### config.mk
export PLATFORM = sky130hd
export DESIGN_NAME = pcs_ctrl
export DESIGN_NICKNAME = d
export VERILOG_FILES = /design/src/pcs_pkg.sv /design/src/pcs_sync3.sv /design/src/pcs_rst_cnt.sv /design/src/pcs_ctrl.sv
export VERILOG_INCLUDE_DIRS = /design/src /design/src/src
export SDC_FILE = /design/constraint.sdc
export NUM_CORES = 1
export LEC_CHECK = 0
export BUFFER_PORTS_ARGS = -buffer_cell sky130_fd_sc_hd__buf_2
export CAP_MARGIN = 5
export CORE_MARGIN = 1
export CORE_UTILIZATION = 40
export CTS_BUF_LIST = sky130_fd_sc_hd__clkbuf_8
export DETAILED_ROUTE_END_ITERATION = 16
export PLACE_DENSITY = 0.68
export REMOVE_ABC_BUFFERS = 1
export SETUP_SLACK_MARGIN = 0.15
export SYNTH_ARGS = -nofsm -noshare
export SYNTH_HDL_FRONTEND = slang
export SYNTH_SLANG_ARGS = --single-unit
### constraint.sdc
create_clock -name mclk_in -period 6.5 [get_ports mclk_in]
set_clock_uncertainty 0.2 [all_clocks]
set_input_delay 0 -clock mclk_in [delete_from_list [all_inputs] [get_ports mclk_in]]
set_output_delay 0 -clock mclk_in [all_outputs]
set_load 0.03 [all_outputs]
### src/pcs_regs.svh
/*
  Register indices, field positions, reset values and timing counts for the
  peripheral clock-stop and reset controller. Assumes 32-bit AXI4-Lite access
  where the byte address is four times the register index.
*/
// What this block does
// - With strap low, clocks stay blocked at least 10 ms while the oscillator settles.
// - With strap low, a stabilisation counter holds clocks off and releases them only at terminal count.
// - With strap low, the crystal oscillator feeds the PLL reference.
// - Writing a bit of the reset control register resets that peripheral.
// - Each triggered peripheral reset stays low for the programmed cycle count, or for one cycle when that count is zero.
// - Clock-stop register holds request and acknowledge bits for six peripherals.
// - Peripheral finishes its bus transfer before acknowledging; clock stops only then.
// - Host port, buffered serial port and UART clocks idle when acknowledge appears.
// - Clock gating bits take effect at once, no idle step needed.
// - All I/O pins are high impedance while chip reset is low.
// - Pins leave high impedance 65535 cycles (strap high) or 131071 (strap low) after reset.
// - Every bidirectional pin has its own pull enable bit in a config register.
// - Pull enables act independently of the function routed to the pin.
// - Every pull resistor is enabled out of reset.
// - With strap high, the external clock pin feeds the PLL and the oscillator is turned off once the strap is captured.
`ifndef PCS_REGS_SVH
`define PCS_REGS_SVH

// Register indices
`define PCS_IDX_GATE_LO 16'h1c02
`define PCS_IDX_GATE_HI 16'h1c03
`define PCS_IDX_RST_CTRL 16'h1c04
`define PCS_IDX_RST_CNT 16'h1c05
`define PCS_IDX_PULL_SER 16'h1c17
`define PCS_IDX_PULL_MISC 16'h1c18
`define PCS_IDX_CLK_STOP 16'h1c3a
`define PCS_IDX_STATUS 16'h1c3b
`define PCS_IDX_PULL_MEM_D 16'h1c4c
`define PCS_IDX_PULL_MEM_A 16'h1c4d
`define PCS_IDX_PULL_MEM_C 16'h1c4f
`define PCS_IDX_PULL_SDR_HOST 16'h1c50

// Reset values
`define PCS_PULL_RST 16'hffff
`define PCS_GATE_RST 16'h0000
`define PCS_RST_CNT_RST 16'h0020
`define PCS_CS_REQ_RST 6'h00

// Clock-stop register fields
`define PCS_CS_ACK_LSB 8
`define PCS_HS_NUM 6
// Handshake peripherals whose clock idles with the acknowledge
`define PCS_HS_AUTO_IDLE 6'h34

// Status register fields
`define PCS_ST_RELEASED 0
`define PCS_ST_IO_HIZ 1
`define PCS_ST_STRAP 2
`define PCS_ST_OSC_EN 3

// Timing
`define PCS_CLK_MHZ 200
`define PCS_STAB_TIME_MS 10
`define PCS_STAB_CYC (`PCS_STAB_TIME_MS * `PCS_CLK_MHZ * 1000)
`define PCS_IO_HIZ_CYC_HI 65535
`define PCS_IO_HIZ_CYC_LO 131071
`define PCS_STRAP_FILL 3'h4

// Bus answers
`define PCS_RESP_OKAY 2'h0
`define PCS_RESP_SLVERR 2'h2

`endif

### src/pcs_pkg.sv
/*
  Types shared by the clock-stop and reset controller.
  Assumes pcs_regs.svh supplies all numeric constants.
*/
package pcs_pkg;
  // Start-up sequencing, Gray coded along strap -> wait -> run
  typedef enum logic [1:0] {
    BOOT_STRAP = 2'h0,
    BOOT_WAIT = 2'h1,
    BOOT_RUN = 2'h3
  } pcs_boot_e;

  // A register write ready to commit
  typedef struct packed {
    logic [15:0] idx;
    logic [15:0] data;
    logic [1:0] strb;
  } pcs_wr_s;
endpackage

### src/pcs_sync3.sv
/*
  Three-stage input synchroniser with agreement filter.
  Assumes an asynchronous input and a clock enable that freezes it.
*/
`timescale 1ns/1ps
`default_nettype none
module pcs_sync3 #(
  parameter int W = 1
) (
  input wire logic clk_in, // Clock
  input wire logic rst_n_in, // Async reset, active low
  input wire logic ce_in, // Clock enable
  input wire logic [W-1:0] d_in, // Asynchronous input
  output logic [W-1:0] q_out // Filtered value
);
  logic [W-1:0] s1;
  logic [W-1:0] s2;
  logic [W-1:0] s3;

  // Shift chain; first stage feeds only the second
  always_ff @(posedge clk_in or negedge rst_n_in) begin
    if (!rst_n_in) begin
      s1 <= '0;
      s2 <= '0;
      s3 <= '0;
    end else if (ce_in) begin
      s1 <= d_in;
      s2 <= s1;
      s3 <= s2;
    end
  end

  // Accept a change once stages two and three agree
  always_ff @(posedge clk_in or negedge rst_n_in) begin
    if (!rst_n_in) begin
      q_out <= '0;
    end else if (ce_in && (s2 == s3)) begin
      q_out <= s3;
    end
  end
endmodule
`default_nettype wire

### src/pcs_rst_cnt.sv
/*
  One counted software reset for a single peripheral.
  Assumes start is a one-cycle pulse on the same clock.
*/
`timescale 1ns/1ps
`default_nettype none
module pcs_rst_cnt #(
  parameter int CW = 16
) (
  input wire logic clk_in, // Clock
  input wire logic rst_n_in, // Async reset, active low
  input wire logic ce_in, // Clock enable
  input wire logic start_in, // Trigger pulse
  input wire logic [CW-1:0] count_in, // Cycles to hold reset
  output logic rst_n_out, // Peripheral reset, active low
  output logic busy_out // Reset in progress
);
  logic [CW-1:0] cnt;
  logic [CW-1:0] len_q;
  logic [CW-1:0] low_cnt;
  logic [CW-1:0] next_len;

  // Zero count still gives one cycle of reset
  assign next_len = (count_in == '0) ? CW'(1) : count_in;

  // Count down while the reset is held low
  always_ff @(posedge clk_in or negedge rst_n_in) begin
    if (!rst_n_in) begin
      cnt <= '0;
      rst_n_out <= 1'b1;
    end else if (ce_in) begin
      if (start_in) begin
        cnt <= next_len;
        rst_n_out <= 1'b0;
      end else if (!rst_n_out) begin
        cnt <= cnt - CW'(1);
        if (cnt == CW'(1)) begin
          rst_n_out <= 1'b1;
        end
      end
    end
  end

  assign busy_out = !rst_n_out;

  // Checking aid: length requested and cycles actually held
  always_ff @(posedge clk_in or negedge rst_n_in) begin
    if (!rst_n_in) begin
      len_q <= '0;
      low_cnt <= '0;
    end else if (ce_in) begin
      if (start_in) begin
        len_q <= next_len;
        low_cnt <= '0;
      end else if (!rst_n_out) begin
        low_cnt <= low_cnt + CW'(1);
      end
    end
  end

  AST_RST_START: assert property (@(posedge clk_in) disable iff (!rst_n_in)
    (start_in && ce_in) |=> !rst_n_out)
    else $error("Peripheral reset did not assert on trigger");

  AST_RST_LEN: assert property (@(posedge clk_in) disable iff (!rst_n_in)
    $rose(rst_n_out) |-> (low_cnt == len_q))
    else $error("Peripheral reset held for wrong number of cycles");
endmodule
`default_nettype wire

### src/pcs_ctrl.sv
/*
  Clock stabilisation, peripheral reset, clock-stop handshake, clock gating,
  pin high-impedance hold and pull enables, behind an AXI4-Lite slave.
  Assumes peripheral acknowledges arrive on mclk_in and the strap is a pin.
*/
`timescale 1ns/1ps
`default_nettype none
`include "pcs_regs.svh"
module pcs_ctrl #(
  parameter int STAB_CYC = `PCS_STAB_CYC,
  parameter int IO_CYC_HI = `PCS_IO_HIZ_CYC_HI,
  parameter int IO_CYC_LO = `PCS_IO_HIZ_CYC_LO,
  parameter int NRST = 8
) (
  input wire logic mclk_in, // System clock, 200 MHz
  input wire logic nrst_in, // Chip reset, active low
  input wire logic clk_en_in, // Freezes all state when low
  input wire logic clk_sel_strap_in, // Clock-source strap pin
  input wire logic [5:0] periph_ack_in, // Clock-stop acknowledges
  input wire logic [15:0] s_axi_awaddr_in, // Write address
  input wire logic s_axi_awvalid_in, // Write address valid
  output logic s_axi_awready_out, // Write address ready
  input wire logic [31:0] s_axi_wdata_in, // Write data
  input wire logic [3:0] s_axi_wstrb_in, // Write strobes
  input wire logic s_axi_wvalid_in, // Write data valid
  output logic s_axi_wready_out, // Write data ready
  output logic [1:0] s_axi_bresp_out, // Write response
  output logic s_axi_bvalid_out, // Write response valid
  input wire logic s_axi_bready_in, // Write response ready
  input wire logic [15:0] s_axi_araddr_in, // Read address
  input wire logic s_axi_arvalid_in, // Read address valid
  output logic s_axi_arready_out, // Read address ready
  output logic [31:0] s_axi_rdata_out, // Read data
  output logic [1:0] s_axi_rresp_out, // Read response
  output logic s_axi_rvalid_out, // Read data valid
  input wire logic s_axi_rready_in, // Read data ready
  output logic clocks_released_out, // Device clocks running
  output logic pll_ref_osc_sel_out, // 1: oscillator, 0: clock pin
  output logic osc_en_out, // Crystal oscillator enable
  output logic io_hiz_out, // All pins high impedance
  output logic [95:0] io_pull_en_out, // Pull enables, six groups of 16
  output logic [31:0] periph_clk_en_out, // Peripheral clock enables
  output logic [5:0] clk_stop_req_out, // Clock-stop requests
  output logic [NRST-1:0] periph_rst_n_out // Peripheral resets, active low
);
  pcs_pkg::pcs_boot_e boot_q;
  pcs_pkg::pcs_wr_s wr;
  logic strap_sync;
  logic strap_q;
  logic [2:0] fill_cnt;
  logic [20:0] stab_cnt;
  logic [16:0] io_cnt;
  logic [16:0] io_target;
  logic [15:0] gate_lo;
  logic [15:0] gate_hi;
  logic [15:0] rst_len;
  logic [5:0] cs_req;
  logic [5:0] cs_ack;
  logic [NRST-1:0] rst_start;
  logic [NRST-1:0] rst_busy;
  logic [15:0] pull_q [6];
  logic aw_have;
  logic w_have;
  logic wr_fire;
  logic [15:0] ar_idx;
  logic [31:0] rd_data;
  logic rd_hit;
  logic wr_hit;
  logic [5:0] auto_idle;
  logic [31:0] next_clk_en;

  // Strap pin through the three-stage filter
  pcs_sync3 #(.W(1)) u_strap_sync (
    .clk_in(mclk_in),
    .rst_n_in(nrst_in),
    .ce_in(clk_en_in),
    .d_in(clk_sel_strap_in),
    .q_out(strap_sync)
  );

  // Start-up: capture strap, then with strap low hold clocks until the oscillator settles
  always_ff @(posedge mclk_in or negedge nrst_in) begin
    if (!nrst_in) begin
      boot_q <= pcs_pkg::BOOT_STRAP;
      fill_cnt <= '0;
      strap_q <= 1'b0;
      stab_cnt <= '0;
      clocks_released_out <= 1'b0;
      pll_ref_osc_sel_out <= 1'b1;
      osc_en_out <= 1'b1;
    end else if (clk_en_in) begin
      case (boot_q)
        pcs_pkg::BOOT_STRAP: begin
          fill_cnt <= fill_cnt + 3'h1;
          if (fill_cnt == `PCS_STRAP_FILL) begin
            strap_q <= strap_sync;
            pll_ref_osc_sel_out <= !strap_sync;
            osc_en_out <= !strap_sync;
            if (strap_sync) begin
              boot_q <= pcs_pkg::BOOT_RUN;
              clocks_released_out <= 1'b1;
            end else begin
              boot_q <= pcs_pkg::BOOT_WAIT;
            end
          end
        end
        pcs_pkg::BOOT_WAIT: begin
          if (stab_cnt == 21'(STAB_CYC - 1)) begin
            boot_q <= pcs_pkg::BOOT_RUN;
            clocks_released_out <= 1'b1;
          end else begin
            stab_cnt <= stab_cnt + 21'h1;
          end
        end
        pcs_pkg::BOOT_RUN: begin
          clocks_released_out <= 1'b1;
        end
        default: begin
          boot_q <= pcs_pkg::BOOT_STRAP;
        end
      endcase
    end
  end

  // Pin hold: high impedance through reset and a strap-dependent count after
  assign io_target = strap_q ? 17'(IO_CYC_HI) : 17'(IO_CYC_LO);
  always_ff @(posedge mclk_in or negedge nrst_in) begin
    if (!nrst_in) begin
      io_hiz_out <= 1'b1;
      io_cnt <= '0;
    end else if (clk_en_in && io_hiz_out) begin
      io_cnt <= io_cnt + 17'h1;
      if ((boot_q != pcs_pkg::BOOT_STRAP) && (io_cnt == io_target - 17'h1)) begin
        io_hiz_out <= 1'b0;
      end
    end
  end

  // Write channel: take address and data in either order
  assign wr_fire = aw_have && w_have && !s_axi_bvalid_out;
  always_ff @(posedge mclk_in or negedge nrst_in) begin
    if (!nrst_in) begin
      aw_have <= 1'b0;
      w_have <= 1'b0;
      s_axi_awready_out <= 1'b1;
      s_axi_wready_out <= 1'b1;
      s_axi_bvalid_out <= 1'b0;
      s_axi_bresp_out <= `PCS_RESP_OKAY;
      wr <= '0;
    end else if (clk_en_in) begin
      if (s_axi_awvalid_in && s_axi_awready_out) begin
        aw_have <= 1'b1;
        s_axi_awready_out <= 1'b0;
        wr.idx <= {2'h0, s_axi_awaddr_in[15:2]};
      end
      if (s_axi_wvalid_in && s_axi_wready_out) begin
        w_have <= 1'b1;
        s_axi_wready_out <= 1'b0;
        wr.data <= s_axi_wdata_in[15:0];
        wr.strb <= s_axi_wstrb_in[1:0];
      end
      if (wr_fire) begin
        aw_have <= 1'b0;
        w_have <= 1'b0;
        s_axi_bvalid_out <= 1'b1;
        s_axi_bresp_out <= wr_hit ? `PCS_RESP_OKAY : `PCS_RESP_SLVERR;
      end
      if (s_axi_bvalid_out && s_axi_bready_in) begin
        s_axi_bvalid_out <= 1'b0;
        s_axi_awready_out <= 1'b1;
        s_axi_wready_out <= 1'b1;
      end
    end
  end

  // Merge byte lanes into a 16-bit register
  function automatic logic [15:0] merge(input logic [15:0] old, input pcs_pkg::pcs_wr_s w);
    merge = {w.strb[1] ? w.data[15:8] : old[15:8], w.strb[0] ? w.data[7:0] : old[7:0]};
  endfunction

  // Control registers written by software
  always_ff @(posedge mclk_in or negedge nrst_in) begin
    if (!nrst_in) begin
      gate_lo <= `PCS_GATE_RST;
      gate_hi <= `PCS_GATE_RST;
      rst_len <= `PCS_RST_CNT_RST;
      cs_req <= `PCS_CS_REQ_RST;
    end else if (clk_en_in && wr_fire) begin
      case (wr.idx)
        `PCS_IDX_GATE_LO: gate_lo <= merge(gate_lo, wr);
        `PCS_IDX_GATE_HI: gate_hi <= merge(gate_hi, wr);
        `PCS_IDX_RST_CNT: rst_len <= merge(rst_len, wr);
        `PCS_IDX_CLK_STOP: begin
          if (wr.strb[0]) begin
            cs_req <= wr.data[5:0];
          end
        end
        default: begin
          gate_lo <= gate_lo;
        end
      endcase
    end
  end

  // Pull enable registers, one bit per pin, on from reset
  always_ff @(posedge mclk_in or negedge nrst_in) begin
    if (!nrst_in) begin
      for (int i = 0; i < 6; i++) begin
        pull_q[i] <= `PCS_PULL_RST;
      end
    end else if (clk_en_in && wr_fire) begin
      case (wr.idx)
        `PCS_IDX_PULL_SER: pull_q[0] <= merge(pull_q[0], wr);
        `PCS_IDX_PULL_MISC: pull_q[1] <= merge(pull_q[1], wr);
        `PCS_IDX_PULL_MEM_D: pull_q[2] <= merge(pull_q[2], wr);
        `PCS_IDX_PULL_MEM_A: pull_q[3] <= merge(pull_q[3], wr);
        `PCS_IDX_PULL_MEM_C: pull_q[4] <= merge(pull_q[4], wr);
        `PCS_IDX_PULL_SDR_HOST: pull_q[5] <= merge(pull_q[5], wr);
        default: begin
          pull_q[0] <= pull_q[0];
        end
      endcase
    end
  end
  // Pull enables go straight to the pads, untouched by pin routing
  assign io_pull_en_out = {pull_q[5], pull_q[4], pull_q[3], pull_q[2], pull_q[1], pull_q[0]};

  // Decode of the write target
  always_comb begin
    case (wr.idx)
      `PCS_IDX_GATE_LO, `PCS_IDX_GATE_HI, `PCS_IDX_RST_CTRL, `PCS_IDX_RST_CNT,
      `PCS_IDX_CLK_STOP, `PCS_IDX_STATUS, `PCS_IDX_PULL_SER, `PCS_IDX_PULL_MISC,
      `PCS_IDX_PULL_MEM_D, `PCS_IDX_PULL_MEM_A, `PCS_IDX_PULL_MEM_C,
      `PCS_IDX_PULL_SDR_HOST: wr_hit = 1'b1;
      default: wr_hit = 1'b0;
    endcase
  end

  // Software reset triggers, one counter per peripheral
  assign rst_start = (wr_fire && (wr.idx == `PCS_IDX_RST_CTRL)) ? wr.data[NRST-1:0] : '0;
  for (genvar g = 0; g < NRST; g++) begin : g_rst
    pcs_rst_cnt #(.CW(16)) u_rst (
      .clk_in(mclk_in),
      .rst_n_in(nrst_in),
      .ce_in(clk_en_in),
      .start_in(rst_start[g]),
      .count_in(rst_len),
      .rst_n_out(periph_rst_n_out[g]),
      .busy_out(rst_busy[g])
    );
  end

  // Acknowledges and clock enables change on the same edge
  assign auto_idle = cs_req & periph_ack_in & `PCS_HS_AUTO_IDLE;
  assign next_clk_en = {32{clocks_released_out}} & ~{gate_hi, gate_lo} & ~{26'h0, auto_idle};
  always_ff @(posedge mclk_in or negedge nrst_in) begin
    if (!nrst_in) begin
      cs_ack <= '0;
      periph_clk_en_out <= '0;
      clk_stop_req_out <= `PCS_CS_REQ_RST;
    end else if (clk_en_in) begin
      cs_ack <= periph_ack_in;
      periph_clk_en_out <= next_clk_en;
      clk_stop_req_out <= cs_req;
    end
  end

  // Read channel: one outstanding read, answered one cycle after acceptance
  assign ar_idx = {2'h0, s_axi_araddr_in[15:2]};
  always_comb begin
    rd_hit = 1'b1;
    rd_data = '0;
    case (ar_idx)
      `PCS_IDX_GATE_LO: rd_data[15:0] = gate_lo;
      `PCS_IDX_GATE_HI: rd_data[15:0] = gate_hi;
      `PCS_IDX_RST_CTRL: rd_data[NRST-1:0] = rst_busy;
      `PCS_IDX_RST_CNT: rd_data[15:0] = rst_len;
      `PCS_IDX_CLK_STOP: rd_data[13:0] = {cs_ack, 2'h0, cs_req};
      `PCS_IDX_STATUS: begin
        rd_data[`PCS_ST_RELEASED] = clocks_released_out;
        rd_data[`PCS_ST_IO_HIZ] = io_hiz_out;
        rd_data[`PCS_ST_STRAP] = strap_q;
        rd_data[`PCS_ST_OSC_EN] = osc_en_out;
      end
      `PCS_IDX_PULL_SER: rd_data[15:0] = pull_q[0];
      `PCS_IDX_PULL_MISC: rd_data[15:0] = pull_q[1];
      `PCS_IDX_PULL_MEM_D: rd_data[15:0] = pull_q[2];
      `PCS_IDX_PULL_MEM_A: rd_data[15:0] = pull_q[3];
      `PCS_IDX_PULL_MEM_C: rd_data[15:0] = pull_q[4];
      `PCS_IDX_PULL_SDR_HOST: rd_data[15:0] = pull_q[5];
      default: rd_hit = 1'b0;
    endcase
  end

  always_ff @(posedge mclk_in or negedge nrst_in) begin
    if (!nrst_in) begin
      s_axi_arready_out <= 1'b1;
      s_axi_rvalid_out <= 1'b0;
      s_axi_rdata_out <= '0;
      s_axi_rresp_out <= `PCS_RESP_OKAY;
    end else if (clk_en_in) begin
      if (s_axi_arvalid_in && s_axi_arready_out) begin
        s_axi_arready_out <= 1'b0;
        s_axi_rvalid_out <= 1'b1;
        s_axi_rdata_out <= rd_data;
        s_axi_rresp_out <= rd_hit ? `PCS_RESP_OKAY : `PCS_RESP_SLVERR;
      end else if (s_axi_rvalid_out && s_axi_rready_in) begin
        s_axi_rvalid_out <= 1'b0;
        s_axi_arready_out <= 1'b1;
      end
    end
  end

  // Clocks stay off while the settling count runs
  AST_STAB_HOLD: assert property (@(posedge mclk_in) disable iff (!nrst_in)
    (boot_q != pcs_pkg::BOOT_RUN) |-> !clocks_released_out)
    else $error("Clocks released before stabilisation finished");

  AST_STAB_LEN: assert property (@(posedge mclk_in) disable iff (!nrst_in)
    (clocks_released_out && !strap_q) |-> (stab_cnt == 21'(STAB_CYC - 1)))
    else $error("Oscillator settling interval too short");

  AST_REF_SEL: assert property (@(posedge mclk_in) disable iff (!nrst_in)
    (boot_q != pcs_pkg::BOOT_STRAP) |-> (pll_ref_osc_sel_out == !strap_q))
    else $error("PLL reference source does not follow strap");

  AST_OSC_OFF: assert property (@(posedge mclk_in) disable iff (!nrst_in)
    ((boot_q != pcs_pkg::BOOT_STRAP) && strap_q) |-> (!osc_en_out && clocks_released_out))
    else $error("Oscillator enabled with strap high");

  AST_AUTO_IDLE: assert property (@(posedge mclk_in) disable iff (!nrst_in)
    ((auto_idle != 6'h0) && clk_en_in) |=> ((periph_clk_en_out[5:0] & $past(auto_idle)) == 6'h0))
    else $error("Clock still running after stop acknowledge");

  AST_GATE_NOW: assert property (@(posedge mclk_in) disable iff (!nrst_in)
    (wr_fire && clk_en_in && clocks_released_out && (wr.idx == `PCS_IDX_GATE_HI) && (wr.strb == 2'h3))
    |=> (clk_en_in |=> (periph_clk_en_out[31:16] == ~$past(wr.data, 2))))
    else $error("Gating write did not act on the next cycle");

  AST_IO_HOLD: assert property (@(posedge mclk_in) disable iff (!nrst_in)
    (boot_q == pcs_pkg::BOOT_STRAP) |-> io_hiz_out)
    else $error("Pins left high impedance too early");

  AST_IO_LEN: assert property (@(posedge mclk_in) disable iff (!nrst_in)
    $fell(io_hiz_out) |-> (io_cnt == io_target))
    else $error("Pin hold count wrong for strap");

  AST_PULL_RST: assert property (@(posedge mclk_in) disable iff (!nrst_in)
    (io_cnt == 17'h0) |-> (&io_pull_en_out))
    else $error("Pull enables not all on after reset");

  AST_PULL_SW: assert property (@(posedge mclk_in) disable iff (!nrst_in)
    !$stable(io_pull_en_out) |-> $past(wr_fire))
    else $error("Pull enable changed without a register write");
endmodule
`default_nettype wire

======== Word-level counts from Yosys, hierarchy flattened ========
Cells that the tools add are included.
operators by class
  add/subtract/negate cells ............... 12
  multiply operators ...................... 0
  divide/modulo/power cells ............... 0
  $lt $le $gt $ge ......................... 0
  equality and inequality tests ........... 49
  shifts and indexed selects .............. 0
  muxes and demuxes ....................... 73
  bitwise logic cells ..................... 7
  reduce and logical (&&, ||, !) cells .... 77
operator list
  operator                 count
  $eq A14 B13 Y1 const B   24
  $mux W16                 17
  $eq A16 B1 Y1 const B    8
  $sub A16 B1 Y16 const B  8
  $and A32 B32 Y32         2
  $reduce_and A3 Y1        21
  $pmux W6 S10             1
  $pmux W4 S12             1
  $pmux W4 S11             1
  $mux W1                  43
  $reduce_and A2 Y1        20
  $not A32 Y32             1
  $not A6 Y32              1
  $reduce_or A12 Y1        2
  $add A21 B1 Y21 const B  1
  $eq A21 B21 Y1 const B   1
  $ne A2 B2 Y1 const B     10
  $pmux W2 S9              1
  $add A17 B1 Y17 const B  1
  $eq A17 B17 Y1           1
  $mux W17                 1
  $sub A17 B1 Y17 const B  1
  $logic_not A16 Y1        1
  $reduce_bool A2 Y1       7
  other kinds (18)         43
word-level totals
  register bits after elaboration ......... 440
  latch bits .............................. 0
  bits in writable memories ............... 0
  ROM bits ................................ 0
  input bits .............................. 83
  output and inout bits ................... 187
  word-level logic and storage cells ...... 281
  memories kept ........................... 0

======== Longest topological paths before layout ========
Gate-level depths: netlist of the first run.
  depth in word-level cells ............... 6
  gate-level depth with buffers ........... 10
  gate-level depth less buffers ........... 7

======== By module ========
A second synthesis of the first run with hierarchy kept.
unflattened totals
  cells, all modules ...................... 2240
  area total of the unflattened synthesis .. 23548.8 um2
by module, submodules not included
  module                            instances  cells an instance  area each (um2)  seq. area each (um2)
  pcs_ctrl                          1          1135               13879.6          7584.8
  pcs_rst_cnt (g_rst[3].u_rst ...)  4          137                1197.4           426.7
  pcs_rst_cnt (g_rst[0].u_rst ...)  2          135                1178.6           426.7
  pcs_rst_cnt (g_rst[2].u_rst)      1          138                1187.4           426.7
  pcs_rst_cnt (g_rst[7].u_rst)      1          139                1178.6           426.7
  pcs_sync3                         1          10                 156.4            100.1

======== Worst setup path before layout of the first run ========
No wires, ideal clock.
  kind .................................... register to register
  from .................................... register wr[21] (netlist bit)
  to ...................................... register gate_hi[10]
  setup time .............................. 0.125 ns
  arrival time ............................ 2.250 ns
  data required time ...................... 6.175 ns
  path slack .............................. 3.925 ns
  stages on the path, launching flop included .. 6
  path buffers ............................ 0
  clock period less this slack ............ 2.575 ns
  path through ............................ dfrtp_1 or4_4 or3_4 or2_2 nor2_8 mux2_2
between the ends
  word-level cells in the longest chain between the ends .. 2
RTL lines
  element                             RTL line         text
  start, declared                     pcs_ctrl.sv:47   pcs_pkg::pcs_wr_s wr;
  $eq A14 B13 Y1                      pcs_ctrl.sv:189  case (wr.idx)
  $reduce_and A3 Y1 (no source line)  -
  end signal, assigned                pcs_ctrl.sv:185  gate_hi <= `PCS_GATE_RST;
  end signal, assigned                pcs_ctrl.sv:191  `PCS_IDX_GATE_HI: gate_hi <= merge(gate_hi, wr);
  end, declared                       pcs_ctrl.sv:55   logic [15:0] gate_hi;
Every way passes these cells.
A chain may end at the register's enable or synchronous reset.

======== Final worst setup path of the first run ========
  from .................................... input port s_axi_araddr_in[3]
  to ...................................... register s_axi_rdata_out[8]
between the ends
  word-level cells in the longest chain between the ends .. 2
  elaborated cells on any way between the ends .. 11
  classes of those cells .................. eq/ne: 10; mux: 1
RTL lines
  element               RTL line         text
  start, declared       pcs_ctrl.sv:30   input wire logic [15:0] s_axi_araddr_in,
  $eq A14 B13 Y1        pcs_ctrl.sv:273  case (ar_idx)
  $pmux W6 S10 (*)      pcs_ctrl.sv:273
  end signal, assigned  pcs_ctrl.sv:305  s_axi_rdata_out <= rd_data;
  end, declared         pcs_ctrl.sv:33   output logic [31:0] s_axi_rdata_out,
Every way passes the cells marked *; elsewhere a longest branch is shown, timed or not.

==> key figures, run 1 <==
Min path
  • Hold Path Class: in2reg
  • Hold path depth: 4

CTS
  • Clock slew at reported path FFs: roughly 0.07 ns
  • Clk_lat worst skew: roughly 0.67 ns
  • CTS Buf Count: 77
  • Htree depth: 3
  • CTS Sinks: 438
  • Post-CTS Repair Setup Buffers: 0
  • Post-CTS sizing: 0
  • Clock Tree Root: clkbuf_8
  • CTS tree: built
  • Clock Tree Buf Depth: 3
  • Hold buffers post-CTS: roughly 150

Worst setup path
  • Worst path cell trace: dlygate4sd3_1, buf_2, and2_1, and2_1, a22oi_1, a211o_1, dlygate4sd3_1, a22oi_1, dlygate4sd3_1
  • CP max stage cell: and2_1
  • Worst Setup EP: s_axi_rdata_out[8]$_DFFE_PN0P_
  • Reg2Reg Depth: 6
  • Largest stage delay on the critical path: 0.68 ns
  • Crit Path Class: in2reg
  • Delay-heaviest family, CP: buffers and inverters
  • Req. time, crit path: 6.90 ns
  • Crit path buffers/inverters: 4
  • Setup slack on the worst flop-to-flop path: 2.82 ns
  • Reg2Reg Capture Point: g_rst[3].u_rst.cnt[15]$_DFFE_PN0P_
  • Reg-to-Reg Start: wr[21]$_DFFE_PN0P_
  • Startpoint Class: input pin
  • Crit-path most repeated cell: dlygate4sd3_1
  • Crit-path max FO: 29
  • Critical Path End Type: register
  • Critical Path Start: s_axi_araddr_in[3]
  • Arrival time at the worst endpoint: between 4 and 5 ns
  • Critical path depth: 9

Synthesis
  • Synth cell types: 84
  • Synth Instances: roughly 2200
  • Synthesized cell area: 23040 µm²
  • YS warnings: 0
  • Dominant cells by area after synthesis: dfrtp_1, dfstp_2, mux2_2
  • Register area share after synthesis: 0.4816
  • Ys async rst share: 1.000
  • Synth cell count leaders: dfrtp_1, mux2_2, nand2_1
  • Yosys top cell area share: 0.3562
  • Flops & latches, synth: 438
  • Synth Flop Type: dfrtp_1
  • Number of synthesized flops with an enable pin: 0
  • Top-count cell post-synth: dfrtp_1
  • Syn_area_per_cell: 10.69 µm²
  • Yosys top cell by area: dfrtp_1

Cells and area
  • Final layout net count: around 2600
  • Layout cells sized above 1: 0.2844
  • Fin util: 0.4913
  • Area Growth Syn to Fin: 20.69%

Floorplan
  • Core ar.: about 57000 µm²
  • Rows: 87
  • Die height: 242.0 µm
  • Ports: 270
  • Die area: between 50000 and 60000 µm²
  • Die X: 242.0 µm
  • Starting Density: 0.4071

Pwr
  • Switching pwr: slightly below 0.002 W
  • Sw Share: 0.2897
  • Seq pwr share: 0.478
  • Maximum resistive drop on vdd: 0.2005 mV
  • Clock power share: 0.396
  • Combinational cell fraction of total power: 0.126
  • Power Density: 242.1 nW/µm²
  • Pint: ~0.0048 W
  • LEAKAGE: 12.89 nW

Routing
  • Drt total wl: roughly 77000 µm
  • Initial drt markers: 1995
  • Routed len/inst: 23.37 µm
  • Avg Vias per Cell: 5.997
  • DR pass1 iterations: 6
  • Vias: 19850
  • Post-DRT Antenna Nets: 0
  • DRC violations left: 0

Timing
  • Fin. Hold Viols: 0
  • Worst slew margin: 0.1388
  • Final setup fails: 0
  • Worst-Margin Slew: between 1 and 1.5 ns
  • Tcrit/Tclk final: 0.5859
  • Max frequency: 262.6 MHz
  • RSZ-0062 raised after global routing: false
  • Final setup TNS: 0 ns
  • Final Slew Violations: 0
  • Min Clock Period, post-route: 3.808 ns

Global routing
  • Largest net degree at the start of global routing: ~140
  • Congestion Overflow GR: 0
  • Initial antenna violation count: 2
  • First-pass GRT wire length: 118400 µm
  • Vias in the first global route: 19730
  • Global Route Usage Sum: 0.2600

Placement
  • I/O Buffers: 229
  • Detailed-placement wirelength estimate: around 50000 µm
  • Gp weighted congestion: 0.9011

Job
  • Max-cap violations: 0

Status
  • Status: completed
registers in the layout, summed over array words and instances (netlist names), 2 cells and up:
register and cells:
boot_q 2, cs_req 6, gate_hi 16, cs_ack 6, io_pull_en_out 96, g_rst.u_rst.rst_n_out 8
clk_stop_req_out 6, periph_clk_en_out 32, rst_len 16, wr 32, io_cnt 17, gate_lo 16
stab_cnt 21, fill_cnt 3, g_rst.u_rst.cnt 128, s_axi_rdata_out 16
final cells by class:
cell class	count	area, µm²
Clock inverter	45	267.8
Antenna cell	1	2.502
Multi-Input combinational cell	1499	11000
Sequential cell	438	11100
Inverter	70	265.3
Tap cell	756	945.9
Timing Repair Buffer	402	2867
Fill cell	5124	28800
Clock buffer	99	1363
power by group through the flow:
stage | Clock [W] | Combinational, W | Sequential (W)
6_report | 0.00267 | 0.000851 | 0.00322
4_1_cts | 0.00271 | 0.000848 | 0.00321
5_1_grt | 0.00285 | 0.000952 | 0.00325
3_3_place_gp | 0 | 0.000756 | 0.00324
2_1_floorplan | 0 | 0.000511 | 0.00322
3_5_place_dp | 0 | 0.000789 | 0.00325
routing by layer:
layer  track usage  vias up  share of wire
li1              -     8714              -
met1        0.3434     9955           0.40
met2        0.4064      987           0.46
met3       0.06093      192          0.092
met4        0.1136        2          0.042
met5             0        -        0.00025
cells in the final DEF, fill, tap and decap left out, types with 25 or more instances in the layout:
| cell | netlist | routed |
|---|---|---|
| nand2_1 | 146 | 146 |
| dlygate4sd3_1 | 0 | 150 |
| inv_1 | 70 | 101 |
| or4_1 | 25 | 25 |
| nand4_1 | 34 | 34 |
| nand3_1 | 75 | 75 |
| o2bb2ai_1 | 37 | 37 |
| mux2i_1 | 94 | 94 |
| buf_2 | 20 | 228 |
| nor3_1 | 68 | 67 |
| clkbuf_8 | 0 | 99 |
| xnor2_1 | 25 | 25 |
| nor2_1 | 87 | 87 |
| mux2_2 | 203 | 203 |
| nor4_1 | 45 | 43 |
| o31ai_1 | 34 | 34 |
| o21ai_0 | 77 | 77 |
| dfrtp_1 | 328 | 328 |
| a22oi_1 | 53 | 53 |
| a21oi_1 | 70 | 70 |
| and3_1 | 34 | 34 |
| dfstp_2 | 110 | 110 |
| a2bb2oi_1 | 32 | 32 |
how the worst min path moves through the flow:
stage | startpoint | to | slack (ns)
finish | periph_ack_in[4] | periph_clk_en_out[4]$_DFFE_PN0P_ | 0.09
global route | periph_ack_in[5] | periph_clk_en_out[5]$_DFFE_PN0P_ | 0.10
CTS | periph_ack_in[4] | periph_clk_en_out[4]$_DFFE_PN0P_ | 0.05
detailed placement | nrst_in | io_cnt[10]$_DFFE_PN0P_ | -0.04
global placement | nrst_in | io_cnt[9]$_DFFE_PN0P_ | -0.05
floorplan | nrst_in | aw_have$_DFFE_PN0P_ | -0.50
kinds of logic (layout without fill, tap and decap cells):
family / after synthesis / in the layout / synth area share
AOI/OAI and AO/OA: 455 / 455 / 0.1413
xor gates and xnor gates: 46 / 46 / 0.01748
adders and majority gates: 21 / 21 / 0.01140
buffers and inverters: 236 / 616 / 0.04540
DFF: 438 / 438 / 0.4816
muxes: 297 / 297 / 0.1400
other: 1 / 19 / 0.0001627
and+or+nand+nor: 662 / 662 / 0.1625
worst register-to-register path, stage by stage, from the launching register on:
cell	delay (ns)
dfrtp_1	0.45
or4_4	0.60
nor3b_4	0.62
buf_4	0.30
nand3_1	0.66
a21oi_1	0.56
o221a_2	0.24
metrics by stage:
step / worst slack [ns] / std cells / total power [W] / cell area, µm² / hold WS [ns]
after detailed placement: 2.901 / 3013 / 0.004038 / 24640 / -0.03631
after global routing: 2.632 / 3309 / 0.007046 / 27810 / 0.1049
final: 2.692 / 3310 / 0.006734 / 27810 / 0.09112
after global placement: 3.028 / 3013 / 0.003991 / 24640 / -0.05042
after CTS: 2.863 / 3308 / 0.006768 / 27800 / 0.04516
after floorplan: 3.037 / 2007 / 0.003729 / 22320 / -0.4956
No activity file was read; power rests on OpenSTA's default activity.
==> run 2, diff against run 1 <==
--- a/config.mk
+++ b/config.mk
@@ -12,7 +12,7 @@
 export CORE_UTILIZATION = 40
 export CTS_BUF_LIST = sky130_fd_sc_hd__clkbuf_8
 export DETAILED_ROUTE_END_ITERATION = 16
-export PLACE_DENSITY = 0.68
+export PLACE_DENSITY = 0.7
 export REMOVE_ABC_BUFFERS = 1
 export SETUP_SLACK_MARGIN = 0.15
 export SYNTH_ARGS = -nofsm -noshare
==> constraint.sdc (replaced) <==
create_clock -name mclk_in -period 3.15 [get_ports mclk_in]
set_clock_uncertainty 0.2 [all_clocks]
set_input_delay 0 -clock mclk_in [delete_from_list [all_inputs] [get_ports mclk_in]]
set_output_delay 0 -clock mclk_in [all_outputs]
set_load 0.03 [all_outputs]
==> key figures, run 2 (synthesis results as in run 1) <==
Floorplan
  • Die height: 242.0 µm
  • Ports: 270
  • Rows: between 80 and 90
  • Die area: 58570 µm²
  • Core ar.: 56600 µm²
  • Die X: 242.0 µm
  • Starting Density: 0.4071

Global routing
  • Largest net degree at the start of global routing: ~130
  • Congestion Overflow GR: 0
  • Initial antenna violation count: 3
  • Vias in the first global route: between 20000 and 25000
  • Global Route Usage Sum: 0.2606
  • First-pass GRT wire length: 119200 µm

CTS
  • Clk_lat worst skew: between 0.6 and 0.7 ns
  • CTS tree: built
  • CTS Sinks: 438
  • CTS Buf Count: 77
  • Clock Tree Root: clkbuf_8
  • Clock slew at reported path FFs: ~0.060 ns
  • Clock Tree Buf Depth: 3
  • Htree depth: 3

Timing
  • RSZ-0062 raised after global routing: false
  • Fin. Hold Viols: 0
  • Final setup fails: 0
  • Final setup TNS: 0 ns
  • Max frequency: ~340 MHz
  • Final Slew Violations: 0
  • Min Clock Period, post-route: 2.931 ns
  • Worst-Margin Slew: around 0.8 ns
  • Worst slew margin: 0.4677
  • Tcrit/Tclk final: 0.9303

Worst setup path
  • Reg-to-Reg Start: wr[21]$_DFFE_PN0P_
  • Crit-path most repeated cell: dlygate4sd3_1
  • Setup slack on the worst flop-to-flop path: 0.31 ns
  • Crit path buffers/inverters: 6
  • Reg2Reg Capture Point: g_rst[6].u_rst.cnt[0]$_DFFE_PN0P_
  • Reg2Reg Depth: 6
  • CP max stage cell: dlygate4sd3_1
  • Startpoint Class: input pin
  • Crit Path Class: in2reg
  • Worst Setup EP: s_axi_rdata_out[10]$_DFFE_PN0P_
  • Delay-heaviest family, CP: buffers and inverters
  • Critical Path Start: s_axi_araddr_in[15]
  • Worst path cell trace: dlygate4sd3_1, buf_2, nor2b_4, dlygate4sd3_1, nand2_1, buf_4, dlygate4sd3_1, o22ai_1, dlygate4sd3_1, a2bb2oi_1
  • Crit-path max FO: 8
  • Largest stage delay on the critical path: 0.64 ns
  • Critical Path End Type: register
  • Critical path depth: 10
  • Arrival time at the worst endpoint: 3.32 ns
  • Req. time, crit path: 3.54 ns

Placement
  • I/O Buffers: approximately 230
  • Detailed-placement wirelength estimate: 51110 µm
  • Gp weighted congestion: between 0.9 and 1

Pwr
  • Sw Share: 0.2957
  • Combinational cell fraction of total power: 0.130
  • Total power: 0.01384 W
  • Maximum resistive drop on vdd: 0.4156 mV
  • Switching pwr: 0.004093 W
  • Power Density: 487.2 nW/µm²
  • Clock power share: 0.390
  • Seq pwr share: 0.480
  • Pint: 0.009746 W
  • LEAKAGE: 13.25 nW

Cells and area
  • Area Growth Syn to Fin: 23.27%
  • Filler cell count: 4958
  • Layout cells sized above 1: 0.3012
  • Top reg by flops: g_rst.u_rst.cnt
  • Commonest non-fill, non-tap cell in the layout: dfrtp_1
  • Final layout net count: between 2000 and 3000
  • Number of flip-flops in the largest register: 128
  • Most frequent cells in the layout: dfrtp_1, buf_2, mux2_2

Routing
  • Routed len/inst: around 23 µm
  • Vias: 20400
  • DR pass1 iterations: 6
  • Avg Vias per Cell: 6.033
  • Initial drt markers: approximately 2300
  • DRC violations left: 0
  • Post-DRT Antenna Nets: 0
  • Drt total wl: 78490 µm

Job
  • Max-cap violations: 0

Status
  • Status: completed

Min path
  • Hold Path Class: in2reg
## run 2: cell types whose count changed in the layout (fill, tap and decap cells not counted), sizes merged
| cell | change |
|---|---|
| buf | +61 |
| dlygate4sd3 | +8 |
| inv | +3 |
| bufinv | -2 |
| clkbuf | +2 |
| diode | +2 |
| clkinv | -1 |
| clkinvlp | -1 |
## run 2: through the flow
stage | cells | hold slack (ns) | util | worst slack, ns | area, µm²
6_report | 3382 | 0.05688 | 0.5018 | 0.2194 | 28400
3_3_place_gp | 3076 | -0.2217 | 0.4447 | 0.4141 | 25170
2_1_floorplan | 2007 | -0.4956 | - | -0.3133 | 22320
5_1_grt | 3382 | 0.06890 | 0.5018 | 0.1868 | 28400
4_1_cts | 3379 | 0.01181 | 0.5011 | 0.1608 | 28360
3_5_place_dp | 3076 | -0.2089 | 0.4447 | 0.3661 | 25170
## run 2: worst min path at each step
stage	start	end	slack (ns)	cells past startpoint
final	s_axi_araddr_in[10]	s_axi_rdata_out[12]$_DFFE_PN0P_	0.06	8
after detailed placement	nrst_in	io_cnt[3]$_DFFE_PN0P_	-0.21	1
after global routing	s_axi_araddr_in[3]	s_axi_rdata_out[1]$_DFFE_PN0P_	0.07	4
after floorplan	nrst_in	aw_have$_DFFE_PN0P_	-0.50	0
after global placement	nrst_in	io_cnt[4]$_DFFE_PN0P_	-0.22	1
after CTS	s_axi_araddr_in[3]	s_axi_rdata_out[1]$_DFFE_PN0P_	0.01	4
## run 2: tightest hold or removal path: stages
cell and delay (ns):
buf_2 0.09, nor4bb_1 0.05, buf_4 0.15, nand2_1 0.07, buf_4 0.18, nor2_1 0.07
o31ai_2 0.19, a32oi_1 0.08
## run 2: routing by layer
| metal | vias up | track usage | routed length (µm) |
|---|---|---|---|
| li1 | 8875 | - | - |
| met1 | 10210 | 0.3385 | 31540 |
| met2 | 1070 | 0.4100 | 35780 |
| met3 | 249 | 0.05916 | 7207 |
| met4 | 0 | 0.1266 | 3965 |
| met5 | - | 0 | 0 |
## run 2: repair_timing
action | CTS | global route
endpoints found under the hold margin | 521 | 0
resized for setup | 0 | 8
setup buffers | 0 | 0
hold buffers | 159 | 0
endpoints found under the setup margin | 0 | 3
## run 2: layout make-up
type                    count  area [µm²]  area share
well taps                 756       945.9     0.03330
flip-flops and latches    438       11100      0.3907
inverters                  70       265.3    0.009338
multi-input cells        1499       11010      0.3877
clock inverters            44       207.7    0.007312
clock buffers             100        1376     0.04845
diodes                      3       7.507   0.0002643
repair buffers            472        3492      0.1229
## run 2: power groups by stage
stage	clock network [W]	logic [W]	registers, W
after floorplan	0	0.00106	0.00664
after global placement	0	0.00157	0.00668
after detailed placement	0	0.00165	0.00671
after CTS	0.00544	0.00178	0.00662
after global routing	0.00572	0.00199	0.00671
final	0.00539	0.00180	0.00665
